<file path="src/design/hcsp_pkg.sv">
// Package for the host command/status port: map, status bits, states
package hcsp_pkg;
  // Register offsets within the port's address window
  localparam logic [1:0] ADDR_STATUS = 2'h0;
  localparam logic [1:0] ADDR_DATA = 2'h1;
  // Status bit positions
  localparam int BIT_CMD_INVALID = 0;
  localparam int BIT_RESERVED = 1;
  localparam int BIT_DATA_IN_READY = 2;
  localparam int BIT_CMD_BUSY = 3;
  localparam int BIT_ADAPTER_READY = 4;
  localparam int BIT_INIT_REQUIRED = 5;
  localparam int BIT_DIAG_FAILURE = 6;
  localparam int BIT_DIAG_ACTIVE = 7;
  // Command codes
  localparam logic [7:0] CMD_MAILBOX_INIT = 8'h01;
  localparam logic [7:0] CMD_START_SCSI = 8'h02;
  localparam logic [7:0] CMD_ENABLE_SLOT_IRQ = 8'h05;
  // Self-test duration
  localparam int DIAG_TIME_US = 20;
  localparam int CLK_MHZ = 250;
  localparam int DIAG_CYCLES = DIAG_TIME_US * CLK_MHZ;
  localparam int DATA_WIDTH = 8;
  localparam int FIFO_DEPTH = 8;
  localparam logic [7:0] ZERO_BYTE = 8'h00;

  // Byte travelling from the host into the local processor
  typedef struct packed {
    logic first;
    logic [7:0] value;
  } hcsp_cmd_byte_type;

  // Port engine states
  typedef enum logic [1:0] {
    HCSP_DIAG = 2'b00,
    HCSP_IDLE = 2'b01,
    HCSP_FAILED = 2'b10
  } hcsp_state_type;
endpackage : hcsp_pkg

</file>
<file path="src/design/hcsp_fifo.sv">
// Reply byte FIFO with valid/ready on both sides
`timescale 1ns/100ps
module hcsp_fifo #(
  parameter int WIDTH = 8,
  parameter int DEPTH = 8
) (
  input wire logic clk,
  input wire logic reset,
  input wire logic clk_en,
  input wire logic flush,
  input wire logic [WIDTH-1:0] in_data,
  input wire logic in_valid,
  output logic in_ready,
  output logic [WIDTH-1:0] out_data,
  output logic out_valid,
  input wire logic out_ready
);
  localparam int AW = $clog2(DEPTH);
  logic [WIDTH-1:0] mem [DEPTH];
  logic [AW-1:0] wr_reg;
  logic [AW-1:0] rd_reg;
  logic [AW:0] count_reg;
  logic push;
  logic pop;

  // Full and empty come straight from the occupancy count
  assign in_ready = (count_reg != (AW+1)'(DEPTH));
  assign out_valid = (count_reg != '0);
  assign out_data = mem[rd_reg];
  assign push = in_valid && in_ready;
  assign pop = out_valid && out_ready;

  // Storage array, no reset needed
  always_ff @(posedge clk)
  begin
    if (clk_en && push)
      mem[wr_reg] <= in_data;
  end

  // Pointers and count; flush drops anything queued
  always_ff @(posedge clk)
  begin
    if (reset || (clk_en && flush))
    begin
      wr_reg <= '0;
      rd_reg <= '0;
      count_reg <= '0;
    end
    else if (clk_en)
    begin
      if (push)
        wr_reg <= (wr_reg == AW'(DEPTH-1)) ? '0 : wr_reg + 1'b1;
      if (pop)
        rd_reg <= (rd_reg == AW'(DEPTH-1)) ? '0 : rd_reg + 1'b1;
      count_reg <= count_reg + (AW+1)'(push) - (AW+1)'(pop);
    end
  end
endmodule : hcsp_fifo

</file>
<file path="src/design/hcsp_sync.sv">
// Two-flop synchroniser for asynchronous inputs
`timescale 1ns/100ps
module hcsp_sync #(
  parameter int WIDTH = 1
) (
  input wire logic clk,
  input wire logic reset,
  input wire logic clk_en,
  input wire logic [WIDTH-1:0] async_in,
  output logic [WIDTH-1:0] sync_out
);
  logic [WIDTH-1:0] meta_reg;

  // First stage is read only by the second
  always_ff @(posedge clk)
  begin
    if (reset)
    begin
      meta_reg <= '0;
      sync_out <= '0;
    end
    else if (clk_en)
    begin
      meta_reg <= async_in;
      sync_out <= meta_reg;
    end
  end
endmodule : hcsp_sync

</file>
<file path="src/design/hcsp_port.sv">
// Host command/status port: status, command/parameter and data-in regs
// Function
// Loading a reply byte into data-in sets data-in-ready.
// Host read of data-in clears data-in-ready at once.
// Host waits for data-in-ready before each further reply byte.
// After the last reply byte is taken, raise command-complete.
// Invalid command or parameter byte sets command-invalid.
// Every command ends with command-complete; invalid ones also flag.
// Host reads command-invalid only while command-complete is set.
// Status bit one always reads zero.
// Host write of command/parameter byte sets busy.
// Busy clears once the local processor took the byte.
// Host checks busy clear before each command byte.
// Adapter-ready flag shows a new command may be accepted.
// Host issues commands only when ready, except codes 02 and 05.
// Wrong byte count may stop acceptance; flagged as command-invalid.
// Successful diagnostics set init-required; failure does not.
// Mailbox-init command success clears init-required.
// Self-test error sets diagnostic-failure; only hard reset clears.
// Diagnostic-active set during self-test, cleared on success.
// Command-complete held back while interrupt-valid or data ready.
// Hard reset aborts commands, flushes, reruns diagnostics.
// Status reads have no side effects.
`timescale 1ns/100ps
module hcsp_port #(
  parameter int DIAG_CYCLES = hcsp_pkg::DIAG_CYCLES,
  parameter int FIFO_DEPTH = hcsp_pkg::FIFO_DEPTH
) (
  input wire logic clk,
  input wire logic reset,
  input wire logic clk_en,
  // Host I/O strobes, already in clk domain as one-cycle pulses
  input wire logic [1:0] host_addr,
  input wire logic host_rd,
  input wire logic host_wr,
  input wire logic [7:0] host_wdata,
  output logic [7:0] host_rdata,
  // Control register hard reset bit, pulse
  input wire logic hard_reset_request,
  // Interrupt register interrupt-valid bit (asynchronous)
  input wire logic interrupt_valid,
  // Self-test outcome from on-board logic (asynchronous level)
  input wire logic diag_error,
  // Local processor side: command bytes out
  output hcsp_pkg::hcsp_cmd_byte_type mpu_cmd,
  output logic mpu_cmd_valid,
  input wire logic mpu_cmd_taken,
  input wire logic mpu_cmd_bad,
  input wire logic mpu_cmd_done,
  input wire logic mpu_cmd_ok,
  input wire logic mpu_busy,
  // Local processor side: reply bytes in
  input wire logic [7:0] mpu_reply,
  input wire logic mpu_reply_valid,
  input wire logic mpu_reply_last,
  output logic mpu_reply_ready,
  // Pulse to set command-complete in the interrupt register
  output logic command_complete,
  output logic [7:0] adapter_status
);
  localparam int CW = $clog2(DIAG_CYCLES + 1);
  localparam logic [CW-1:0] DIAG_LAST = CW'(DIAG_CYCLES - 1);

  hcsp_pkg::hcsp_state_type state_reg;
  logic [CW-1:0] diag_cnt_reg;
  logic cmd_invalid_reg;
  logic data_in_ready_reg;
  logic cmd_busy_reg;
  logic init_required_reg;
  logic diag_failure_reg;
  logic diag_active_reg;
  logic stalled_reg;
  logic [7:0] data_in_reg;
  logic last_loaded_reg;
  logic cc_pending_reg;
  logic expect_first_reg;
  logic mailbox_init_reg;
  logic interrupt_valid_sync;
  logic diag_err_sync;
  logic [8:0] fifo_out;
  logic fifo_out_valid;
  logic fifo_in_ready;
  logic fifo_pop;
  logic data_rd;
  logic cmd_wr;
  logic hard_rst;
  logic [7:0] status_next;

  assign data_rd = host_rd && (host_addr == hcsp_pkg::ADDR_DATA);
  assign cmd_wr = host_wr && (host_addr == hcsp_pkg::ADDR_DATA);
  assign hard_rst = hard_reset_request;

  // Asynchronous levels enter through two flops
  hcsp_sync #(.WIDTH(2)) u_sync (
    .clk(clk),
    .reset(reset),
    .clk_en(clk_en),
    .async_in({interrupt_valid, diag_error}),
    .sync_out({interrupt_valid_sync, diag_err_sync})
  );

  // Reply bytes queue here; ready back-pressures the local processor
  hcsp_fifo #(.WIDTH(hcsp_pkg::DATA_WIDTH + 1), .DEPTH(FIFO_DEPTH)) u_fifo (
    .clk(clk),
    .reset(reset),
    .clk_en(clk_en),
    .flush(hard_rst),
    .in_data({mpu_reply_last, mpu_reply}),
    .in_valid(mpu_reply_valid && mpu_reply_ready), // Same ready as shown
    .in_ready(fifo_in_ready),
    .out_data(fifo_out),
    .out_valid(fifo_out_valid),
    .out_ready(fifo_pop)
  );

  // Next byte moves in only once the host has taken the previous one
  assign fifo_pop = fifo_out_valid && (!data_in_ready_reg || data_rd);

  // Diagnostic sequencer after reset or programmed hard reset
  always_ff @(posedge clk)
  begin
    if (reset)
    begin
      state_reg <= hcsp_pkg::HCSP_DIAG;
      diag_cnt_reg <= '0;
    end
    else if (clk_en)
    begin
      if (hard_rst)
      begin
        state_reg <= hcsp_pkg::HCSP_DIAG;
        diag_cnt_reg <= '0;
      end
      else
      begin
        case (state_reg)
          hcsp_pkg::HCSP_DIAG:
          begin
            if (diag_err_sync)
              state_reg <= hcsp_pkg::HCSP_FAILED;
            else if (diag_cnt_reg == DIAG_LAST)
              state_reg <= hcsp_pkg::HCSP_IDLE;
            else
              diag_cnt_reg <= diag_cnt_reg + 1'b1;
          end
          hcsp_pkg::HCSP_IDLE: state_reg <= hcsp_pkg::HCSP_IDLE;
          hcsp_pkg::HCSP_FAILED: state_reg <= hcsp_pkg::HCSP_FAILED;
          default: state_reg <= hcsp_pkg::HCSP_DIAG;
        endcase
      end
    end
  end

  // Diagnostic flags; failure is cleared only by a hard reset
  always_ff @(posedge clk)
  begin
    if (reset)
    begin
      diag_active_reg <= 1'b1;
      diag_failure_reg <= 1'b0;
    end
    else if (clk_en)
    begin
      if (hard_rst)
      begin
        diag_active_reg <= 1'b1;
        diag_failure_reg <= 1'b0;
      end
      else if (state_reg == hcsp_pkg::HCSP_DIAG)
      begin
        if (diag_err_sync)
          diag_failure_reg <= 1'b1;
        else if (diag_cnt_reg == DIAG_LAST)
          diag_active_reg <= 1'b0;
      end
    end
  end

  // Init-required: set on pass, cleared by good mailbox init
  always_ff @(posedge clk)
  begin
    if (reset)
      init_required_reg <= 1'b0;
    else if (clk_en)
    begin
      if (hard_rst)
        init_required_reg <= 1'b0;
      else if (state_reg == hcsp_pkg::HCSP_DIAG && !diag_err_sync
               && diag_cnt_reg == DIAG_LAST)
        init_required_reg <= 1'b1;
      else if (mpu_cmd_done && mpu_cmd_ok && mailbox_init_reg)
        init_required_reg <= 1'b0;
    end
  end

  // Track command opcode so mailbox init completion is recognised
  always_ff @(posedge clk)
  begin
    if (reset)
    begin
      expect_first_reg <= 1'b1;
      mailbox_init_reg <= 1'b0;
    end
    else if (clk_en)
    begin
      if (hard_rst || mpu_cmd_done
          || (data_rd && data_in_ready_reg && last_loaded_reg))
        expect_first_reg <= 1'b1;
      else if (cmd_wr && !cmd_busy_reg)
        expect_first_reg <= 1'b0;
      if (hard_rst)
        mailbox_init_reg <= 1'b0;
      else if (cmd_wr && !cmd_busy_reg && expect_first_reg)
        mailbox_init_reg <= (host_wdata == hcsp_pkg::CMD_MAILBOX_INIT);
    end
  end

  // Command byte latch towards the local processor
  always_ff @(posedge clk)
  begin
    if (reset)
    begin
      mpu_cmd <= '0;
      mpu_cmd_valid <= 1'b0;
      cmd_busy_reg <= 1'b0;
    end
    else if (clk_en)
    begin
      if (hard_rst)
      begin
        mpu_cmd_valid <= 1'b0;
        cmd_busy_reg <= 1'b0;
      end
      else if (cmd_wr && !cmd_busy_reg && !stalled_reg
               && state_reg == hcsp_pkg::HCSP_IDLE)
      begin
        mpu_cmd <= '{first: expect_first_reg, value: host_wdata};
        mpu_cmd_valid <= 1'b1;
        cmd_busy_reg <= 1'b1;
      end
      else if (mpu_cmd_taken)
      begin
        // Byte read and processed, host may write again
        mpu_cmd_valid <= 1'b0;
        cmd_busy_reg <= 1'b0;
      end
    end
  end

  // Command-invalid; a set wins over the clear at a new command
  always_ff @(posedge clk)
  begin
    if (reset)
      cmd_invalid_reg <= 1'b0;
    else if (clk_en)
    begin
      if (mpu_cmd_bad)
        cmd_invalid_reg <= 1'b1;
      else if (hard_rst)
        cmd_invalid_reg <= 1'b0;
      else if (cmd_wr && !cmd_busy_reg && expect_first_reg)
        cmd_invalid_reg <= 1'b0;
    end
  end

  // Sequence error stops acceptance until a hard reset
  always_ff @(posedge clk)
  begin
    if (reset)
      stalled_reg <= 1'b0;
    else if (clk_en)
    begin
      if (hard_rst)
        stalled_reg <= 1'b0;
      else if (cmd_wr && cmd_busy_reg)
        stalled_reg <= 1'b1;
    end
  end

  // Data-in register and its ready flag; load beats the clear
  always_ff @(posedge clk)
  begin
    if (reset)
    begin
      data_in_reg <= hcsp_pkg::ZERO_BYTE;
      data_in_ready_reg <= 1'b0;
      last_loaded_reg <= 1'b0;
    end
    else if (clk_en)
    begin
      if (hard_rst)
      begin
        data_in_ready_reg <= 1'b0;
        last_loaded_reg <= 1'b0;
      end
      else if (fifo_pop)
      begin
        data_in_reg <= fifo_out[7:0];
        last_loaded_reg <= fifo_out[8];
        data_in_ready_reg <= 1'b1;
      end
      else if (data_rd)
        data_in_ready_reg <= 1'b0;
    end
  end

  // Pending completion: reply end or command end, released when clear
  always_ff @(posedge clk)
  begin
    if (reset)
    begin
      cc_pending_reg <= 1'b0;
      command_complete <= 1'b0;
    end
    else if (clk_en)
    begin
      command_complete <= 1'b0;
      if (hard_rst)
        cc_pending_reg <= 1'b0;
      else if (cc_pending_reg && !interrupt_valid_sync && !data_in_ready_reg
               && !fifo_out_valid)
      begin
        cc_pending_reg <= mpu_cmd_done; // A new end is kept, not lost
        command_complete <= 1'b1;
      end
      else if ((data_rd && data_in_ready_reg && last_loaded_reg)
               || mpu_cmd_done)
        cc_pending_reg <= 1'b1;
    end
  end

  // Status byte; reading it never changes a flag
  always_comb
  begin
    status_next = hcsp_pkg::ZERO_BYTE;
    status_next[hcsp_pkg::BIT_CMD_INVALID] = cmd_invalid_reg;
    status_next[hcsp_pkg::BIT_RESERVED] = 1'b0;
    status_next[hcsp_pkg::BIT_DATA_IN_READY] = data_in_ready_reg;
    status_next[hcsp_pkg::BIT_CMD_BUSY] = cmd_busy_reg;
    status_next[hcsp_pkg::BIT_ADAPTER_READY] =
      (state_reg == hcsp_pkg::HCSP_IDLE) && !mpu_busy
      && !stalled_reg && !cc_pending_reg;
    status_next[hcsp_pkg::BIT_INIT_REQUIRED] = init_required_reg;
    status_next[hcsp_pkg::BIT_DIAG_FAILURE] = diag_failure_reg;
    status_next[hcsp_pkg::BIT_DIAG_ACTIVE] = diag_active_reg;
  end

  // Registered outputs; host read data is the addressed register
  always_ff @(posedge clk)
  begin
    if (reset)
    begin
      adapter_status <= hcsp_pkg::ZERO_BYTE;
      host_rdata <= hcsp_pkg::ZERO_BYTE;
      mpu_reply_ready <= 1'b0;
    end
    else if (clk_en)
    begin
      adapter_status <= status_next;
      mpu_reply_ready <= fifo_in_ready;
      if (host_addr == hcsp_pkg::ADDR_DATA)
        host_rdata <= data_in_reg;
      else if (host_addr == hcsp_pkg::ADDR_STATUS)
        host_rdata <= status_next;
      else
        host_rdata <= hcsp_pkg::ZERO_BYTE;
    end
  end
endmodule : hcsp_port

</file>
<file path="config.mk">
export PLATFORM = sky130hd
export DESIGN_NAME = hcsp_port
export DESIGN_NICKNAME = d
export VERILOG_FILES = /design/src/design/hcsp_pkg.sv /design/src/design/hcsp_fifo.sv /design/src/design/hcsp_sync.sv /design/src/design/hcsp_port.sv
export SDC_FILE = /design/constraint.sdc
export NUM_CORES = 1
export LEC_CHECK = 0
export ABC_CLOCK_PERIOD_IN_PS = 3510
export BUFFER_PORTS_ARGS = -buffer_cell sky130_fd_sc_hd__buf_2
export CAP_MARGIN = 20
export CELL_PAD_IN_SITES_DETAIL_PLACEMENT = 1
export CELL_PAD_IN_SITES_GLOBAL_PLACEMENT = 1
export CORE_UTILIZATION = 48
export DETAILED_ROUTE_END_ITERATION = 8
export GPL_TIMING_DRIVEN = 0
export PLACE_DENSITY = 0.83
export SYNTH_ARGS = -nofsm -noshare
export SYNTH_HDL_FRONTEND = slang
export SYNTH_HIERARCHICAL = 1
export SYNTH_SLANG_ARGS = --single-unit
</file>
<file path="constraint.sdc">
create_clock -name clk -period 3.51 [get_ports clk]
set_input_delay 0.351 -clock clk [delete_from_list [all_inputs] [get_ports clk]]
set_output_delay 0.351 -clock clk [all_outputs]
set_load 0.02 [all_outputs]
</file>
* Word-level counts from Yosys, hierarchy flattened
Memories as Yosys holds them, arrays and structs flattened. A register that Yosys moved wholly into a read port is not among the register bits.
Index checks and enable logic that the tools add are counted.
** Word-level totals
- Bits in registers :: 74
- Memory bits (writable) :: 72
- Input bits :: 33
- Output and inout port bits :: 28
- Logic and storage cells :: 161
- Memories kept :: 1
** Operators by class
- Add/subtract/negate cells :: 5
- Eq/ne operators :: 11
- Mux-type cells :: 48
- Bitwise operators :: 1
- Reductions and logical operators :: 70
** Memories
- u_fifo.mem :: words 8, bits a word 9, read ports 1, clocked after Yosys merged registers in 1, write ports 1, line hcsp_fifo.sv:19 : logic [WIDTH-1:0] mem [DEPTH];
** Operators by type and width (count)
- two-way mux 13 bit :: 4
- two-way mux 1 bit :: 34
- logical AND 1 bit :: 25
- AND reduction 2 bit :: 12
- two-way mux 8 bit :: 2
- nonzero test 3 bit :: 5
- nonzero test 2 bit :: 7
- adder 13 x 1 -> 13 bit (second input constant) :: 1
- equality test 13 bit (second input constant) :: 1
- two-way mux 3 bit :: 4
- AND reduction 3 bit :: 3
- equality test 8 x 1 -> 1 bit (second input constant) :: 1
- zero test 1 bit :: 8
- AND reduction 4 bit :: 2
- adder 3 x 1 -> 3 bit (second input constant) :: 2
- equality test 3 bit (second input constant) :: 2
- two-way mux 2 bit :: 3
- case mux 2 bit (3 select lines) :: 1
- logical OR 1 bit :: 5
- adder 4 x 1 -> 4 bit :: 1
- equality test 2 x 1 -> 1 bit (second input constant) :: 2
- zero test 2 bit :: 2
- inequality test 2 bit (second input constant) :: 2
- inequality test 4 x 2 -> 1 bit (second input constant) :: 1
- other kinds (5) :: 5

* Longest topological paths before layout
- Word-level depth :: 8
- Gate-level depth with buffers :: 15

* Cells and area by module
Netlist, hierarchy kept.
** By module, submodules not included
- hcsp_fifo :: instances 1, cells each 190, area each 3519.6 µm², sequential area each 2422.3 µm²
- hcsp_port :: instances 1, cells each 311, area each 2738.9 µm², sequential area each 1201.2 µm²
- hcsp_sync :: instances 1, cells each 13, area each 140.1 µm², sequential area each 80.1 µm²

* Least setup slack after synthesis
Ideal clock, no wire load.
- Path kind :: register to register
- Start point :: register u_fifo.count_reg[2]
- End point :: register u_fifo.count_reg[2]
- Library setup time :: 128 ps
- Arrival time :: 2440 ps
- Data required time :: 3382 ps
- Setup slack :: 942 ps
- Cell stages (with the launch flop) :: 16
- Buffers on the path :: 0
- Period minus slack after synthesis :: 2568 ps
- Cell sequence :: dfxtp_1 inv_1 ha_1 nor3b_1 inv_1 inv_1 a21oi_1 and2_1 ha_1 inv_1 ha_1 inv_1 fa_1 xnor2_1 mux2i_1 nor2_1
** On the way
- Longest elaborated chain between the ends :: 4
** RTL lines
- start, declared :: line hcsp_fifo.sv:22 : logic [AW:0] count_reg;
- start signal, assigned :: line hcsp_fifo.sv:55 : count_reg <= count_reg + (AW+1)'(push) - (AW+1)'(pop);
- nonzero test 4 bit :: line hcsp_fifo.sv:28 : assign out_valid = (count_reg != '0);
- net fifo_out_valid :: line hcsp_port.sv:81 : logic fifo_out_valid;
- logical AND 1 bit :: line hcsp_port.sv:117 : assign fifo_pop = fifo_out_valid && (!data_in_ready_reg || data_rd);
- net fifo_pop :: line hcsp_port.sv:83 : logic fifo_pop;
- logical AND 1 bit :: line hcsp_fifo.sv:31 : assign pop = out_valid && out_ready;
- subtractor 4 x 1 -> 4 bit :: line hcsp_fifo.sv:55
The timed path passes the listed nets, and every way through them passes these cells.
A chain may end at the register's enable or synchronous reset.

* Worst setup path in the final report
Same ends and word-level chain as after synthesis.

==> summary.txt <==
chip width - 117 um
largest net degree at the start of global routing - 17
nets - 640
Hold Buf Count CTS - 0
GR Layer Usage met3 - 6.01%
vias - 4560
first-pass GRT wire length - 25200 um
minimum clock period - 3.16 ns
outcome - completed
Post-CTS Setup Inserts - 0
CP arrival - 3.46 ns
crit end category - register
Pleak - 2.85 nW
CP dominant cell by count - inv_1
post-synthesis sequential element count - 149
Post-CTS Resized - 0
syn_area_per_cell - 12.4 sq um
R2R depth - 15
max reg flops - 72
# Max-Cap Violations - 0
gr ovfl total - 0
Final Hold Viols - 0
VDD IR max - 0.492 mV
Netlist Area Pre-Place - 0.00640 sq mm
clk sinks - 149
area delta synth->final - 17.4%
DRC viols - 0
Ys Warns - 6
HP Class - in2reg
worst stage delay on the critical path - 0.48 ns
TritonCTS Buffers - 17
initial antenna violation count - 0
Finished Cell Area - 0.00751 sq mm
diode count - 0
Cells after DPL - 748
vias in the first global route - 4622
Setup Skew - 0.00779 ns
Synth cell types - 60
Total Power - 0.00393 W
drt total wl - 16300 um
CTS Buffer Depth - 2
Synth Instances - 514
Primary FF master, synth - dfxtp_1
RSZ-0062 raised after global routing - no
CP required - 3.81 ns
R2R Setup Slk - 0.35 ns
post-route setup TNS - 0 ns
register area share after synthesis - 57.9%
fraction of final layout cells sized beyond drive strength 1 - 21.5%
die area - 0.0138 sq mm
Final Core Density - 58.6%
worst slew pin tran - 1.12 ns
Rel. slew slack - 25.3%
FF-to-FF End - u_fifo/count_reg[2]
Detail Route Antenna Nets - 0
row count - 41
Worst Setup Start Kind - register
Port Buffers - 59
power per cell area - 523 mW/mm^2
routability cong. - 0.815
r2r startpoint - u_fifo/count_reg[2]
drt first pass iters - 6
Synth async-reset ratio - 0%
GRT Total Usage - 24.4%
worst setup path endpoint - u_fifo/count_reg[2]
H-tree Lvls - 4
fin. max-slew vios - 0
WS Path Type - reg2reg
TritonCTS clock tree - yes
period utilization - 90.0%
Root Driver - clkbuf_16
Core ar. - 0.0128 sq mm
Fmax - 317 MHz
die height - 117 um
HPWL after DPL - 11600 um
met2 Use GR - 41.9%
DP Area - 0.00694 sq mm
busiest grt layer - met2
routed length per instance - 20.9 um
Skew-Pair Late Insertion Delay - 0.43 ns
crit path cell chain - inv_1, ha_1, nor3b_1, inv_1, inv_1, a21oi_1, and2_1, ha_1, inv_1, ha_1, inv_1, fa_1, xnor2_1, mux2i_1, nor2_1
number of synthesized flops with an enable pin - 72
critical path peak fanout - 6
Mapped Nets - 559
Final Setup Violations - 0
Worst path slowest cell - nor3b_1
Clk pin slew, worst setup/hold paths - 0.06 ns
CP startpoint - u_fifo/count_reg[2]
Starting Density - 49.9%
Vias/cell - 5.85
Post-Layout Cell Count - 780
Iteration-0 DRC Markers - 283
io pins - 61
met1 Resource Use GR - 28.5%
## through the flow
| stage | hold slack, ns | setup slack (ns) |
|---|---|---|
| floorplan | 0.423 | 0.942 |
| global placement | 0.451 | 0.256 |
| detailed placement | 0.464 | 0.421 |
| CTS | 0.155 | 0.391 |
| global route | 0.167 | 0.213 |
| finish | 0.164 | 0.352 |
## synthesized netlist by cell type, drive strengths merged, types with 8 or more instances
master	n	area share [%]
mux2i	32	5.0
a21oi	24	1.9
dfxtp	77	24
inv	15	0.88
nor2b	10	0.98
buf	10	1.2
or4	9	1.1
o21ai	25	2.0
clkbuf	18	1.1
mux4	18	7.4
nand3	9	0.70
nor2	55	3.2
nand4	9	0.98
ha	11	2.2
edfxtp	72	34
a31oi	10	0.98
a22oi	8	0.94
mux2	14	2.5
nand2	27	1.6
## cells in the final DEF (no fill, tap or decap), types with 6 or more instances in the layout
cell and count:
clkbuf_1 18, a22oi_1 8, a31oi_1 10, dfxtp_1 77, buf_2 65, mux2_2 14
clkbuf_16 17, nand2_1 27, nand3_1 9, mux4_1 18, inv_1 15, nor2_1 55
nor2b_1 10, edfxtp_1 72, ha_1 11, a21oi_1 23, mux2i_1 32, nand2b_1 6
or4_1 9, nand4_1 8, o21ai_0 22
## how the worst min path moves through the flow
stage,depth (start not counted),end,from,slack [ns]
global route,2,u_sync/sync_out[0],reset,0.17
finish,2,u_sync/meta_reg[1],reset,0.16
global placement,2,host_rdata[1],host_rdata[1],0.45
CTS,2,u_sync/meta_reg[1],reset,0.15
detailed placement,2,stalled_reg,stalled_reg,0.46
floorplan,1,u_sync/meta_reg[0],reset,0.42
## worst max-delay path, delay by kind of cell (launching register included)
kind,cells,cell delay (ns)
compound gates,1,0.12
xor+xnor,1,0.14
fa+ha+maj,4,0.97
buf+inv,5,0.63
flops,1,0.31
mux,1,0.13
simple gates,3,0.73
## where the power goes
part           internal, W  switching, W  leakage, nW
Combinational     0.000117      0.000185         1.30
Clock             0.000995      0.000755        0.280
Sequential         0.00185     0.0000253         1.27
Total              0.00296      0.000966         2.85
## area by class of cell
cell class                      instances  area (sq um)
Timing Repair Buffer                   62           313
Tap cell                              172           215
Fill cell                            1332          5310
Buffer                                 28           146
Clock buffer                           18           429
Multi-Input combinational cell        321          2500
Sequential cell                       149          3700
Clock inverter                         14           140
Inverter                               16          60.1
## routing by layer
layer  vias to the layer above  share of wire, %  wire length [um]
met1                      2295                42              6780
met5                         -                 0                 0
li1                       2109                 -                 -
met3                        41               3.9               632
met4                         0               3.2               514
met2                       115                51              8340
## kinds of logic (layout without fill, tap and decap cells)
group,Yosys count,count (layout),synth area share (%)
DFF,149,149,57.9
and+or+nand+nor,161,161,13.6
muxes,64,64,14.9
AOI/OAI and AO/OA,82,82,7.78
other,1,1,0.0586
xor gates and xnor gates,1,1,0.137
adders and majority gates,12,12,2.46
buffers and inverters,44,138,3.23
No activity file was read; power rests on OpenSTA's default activity.
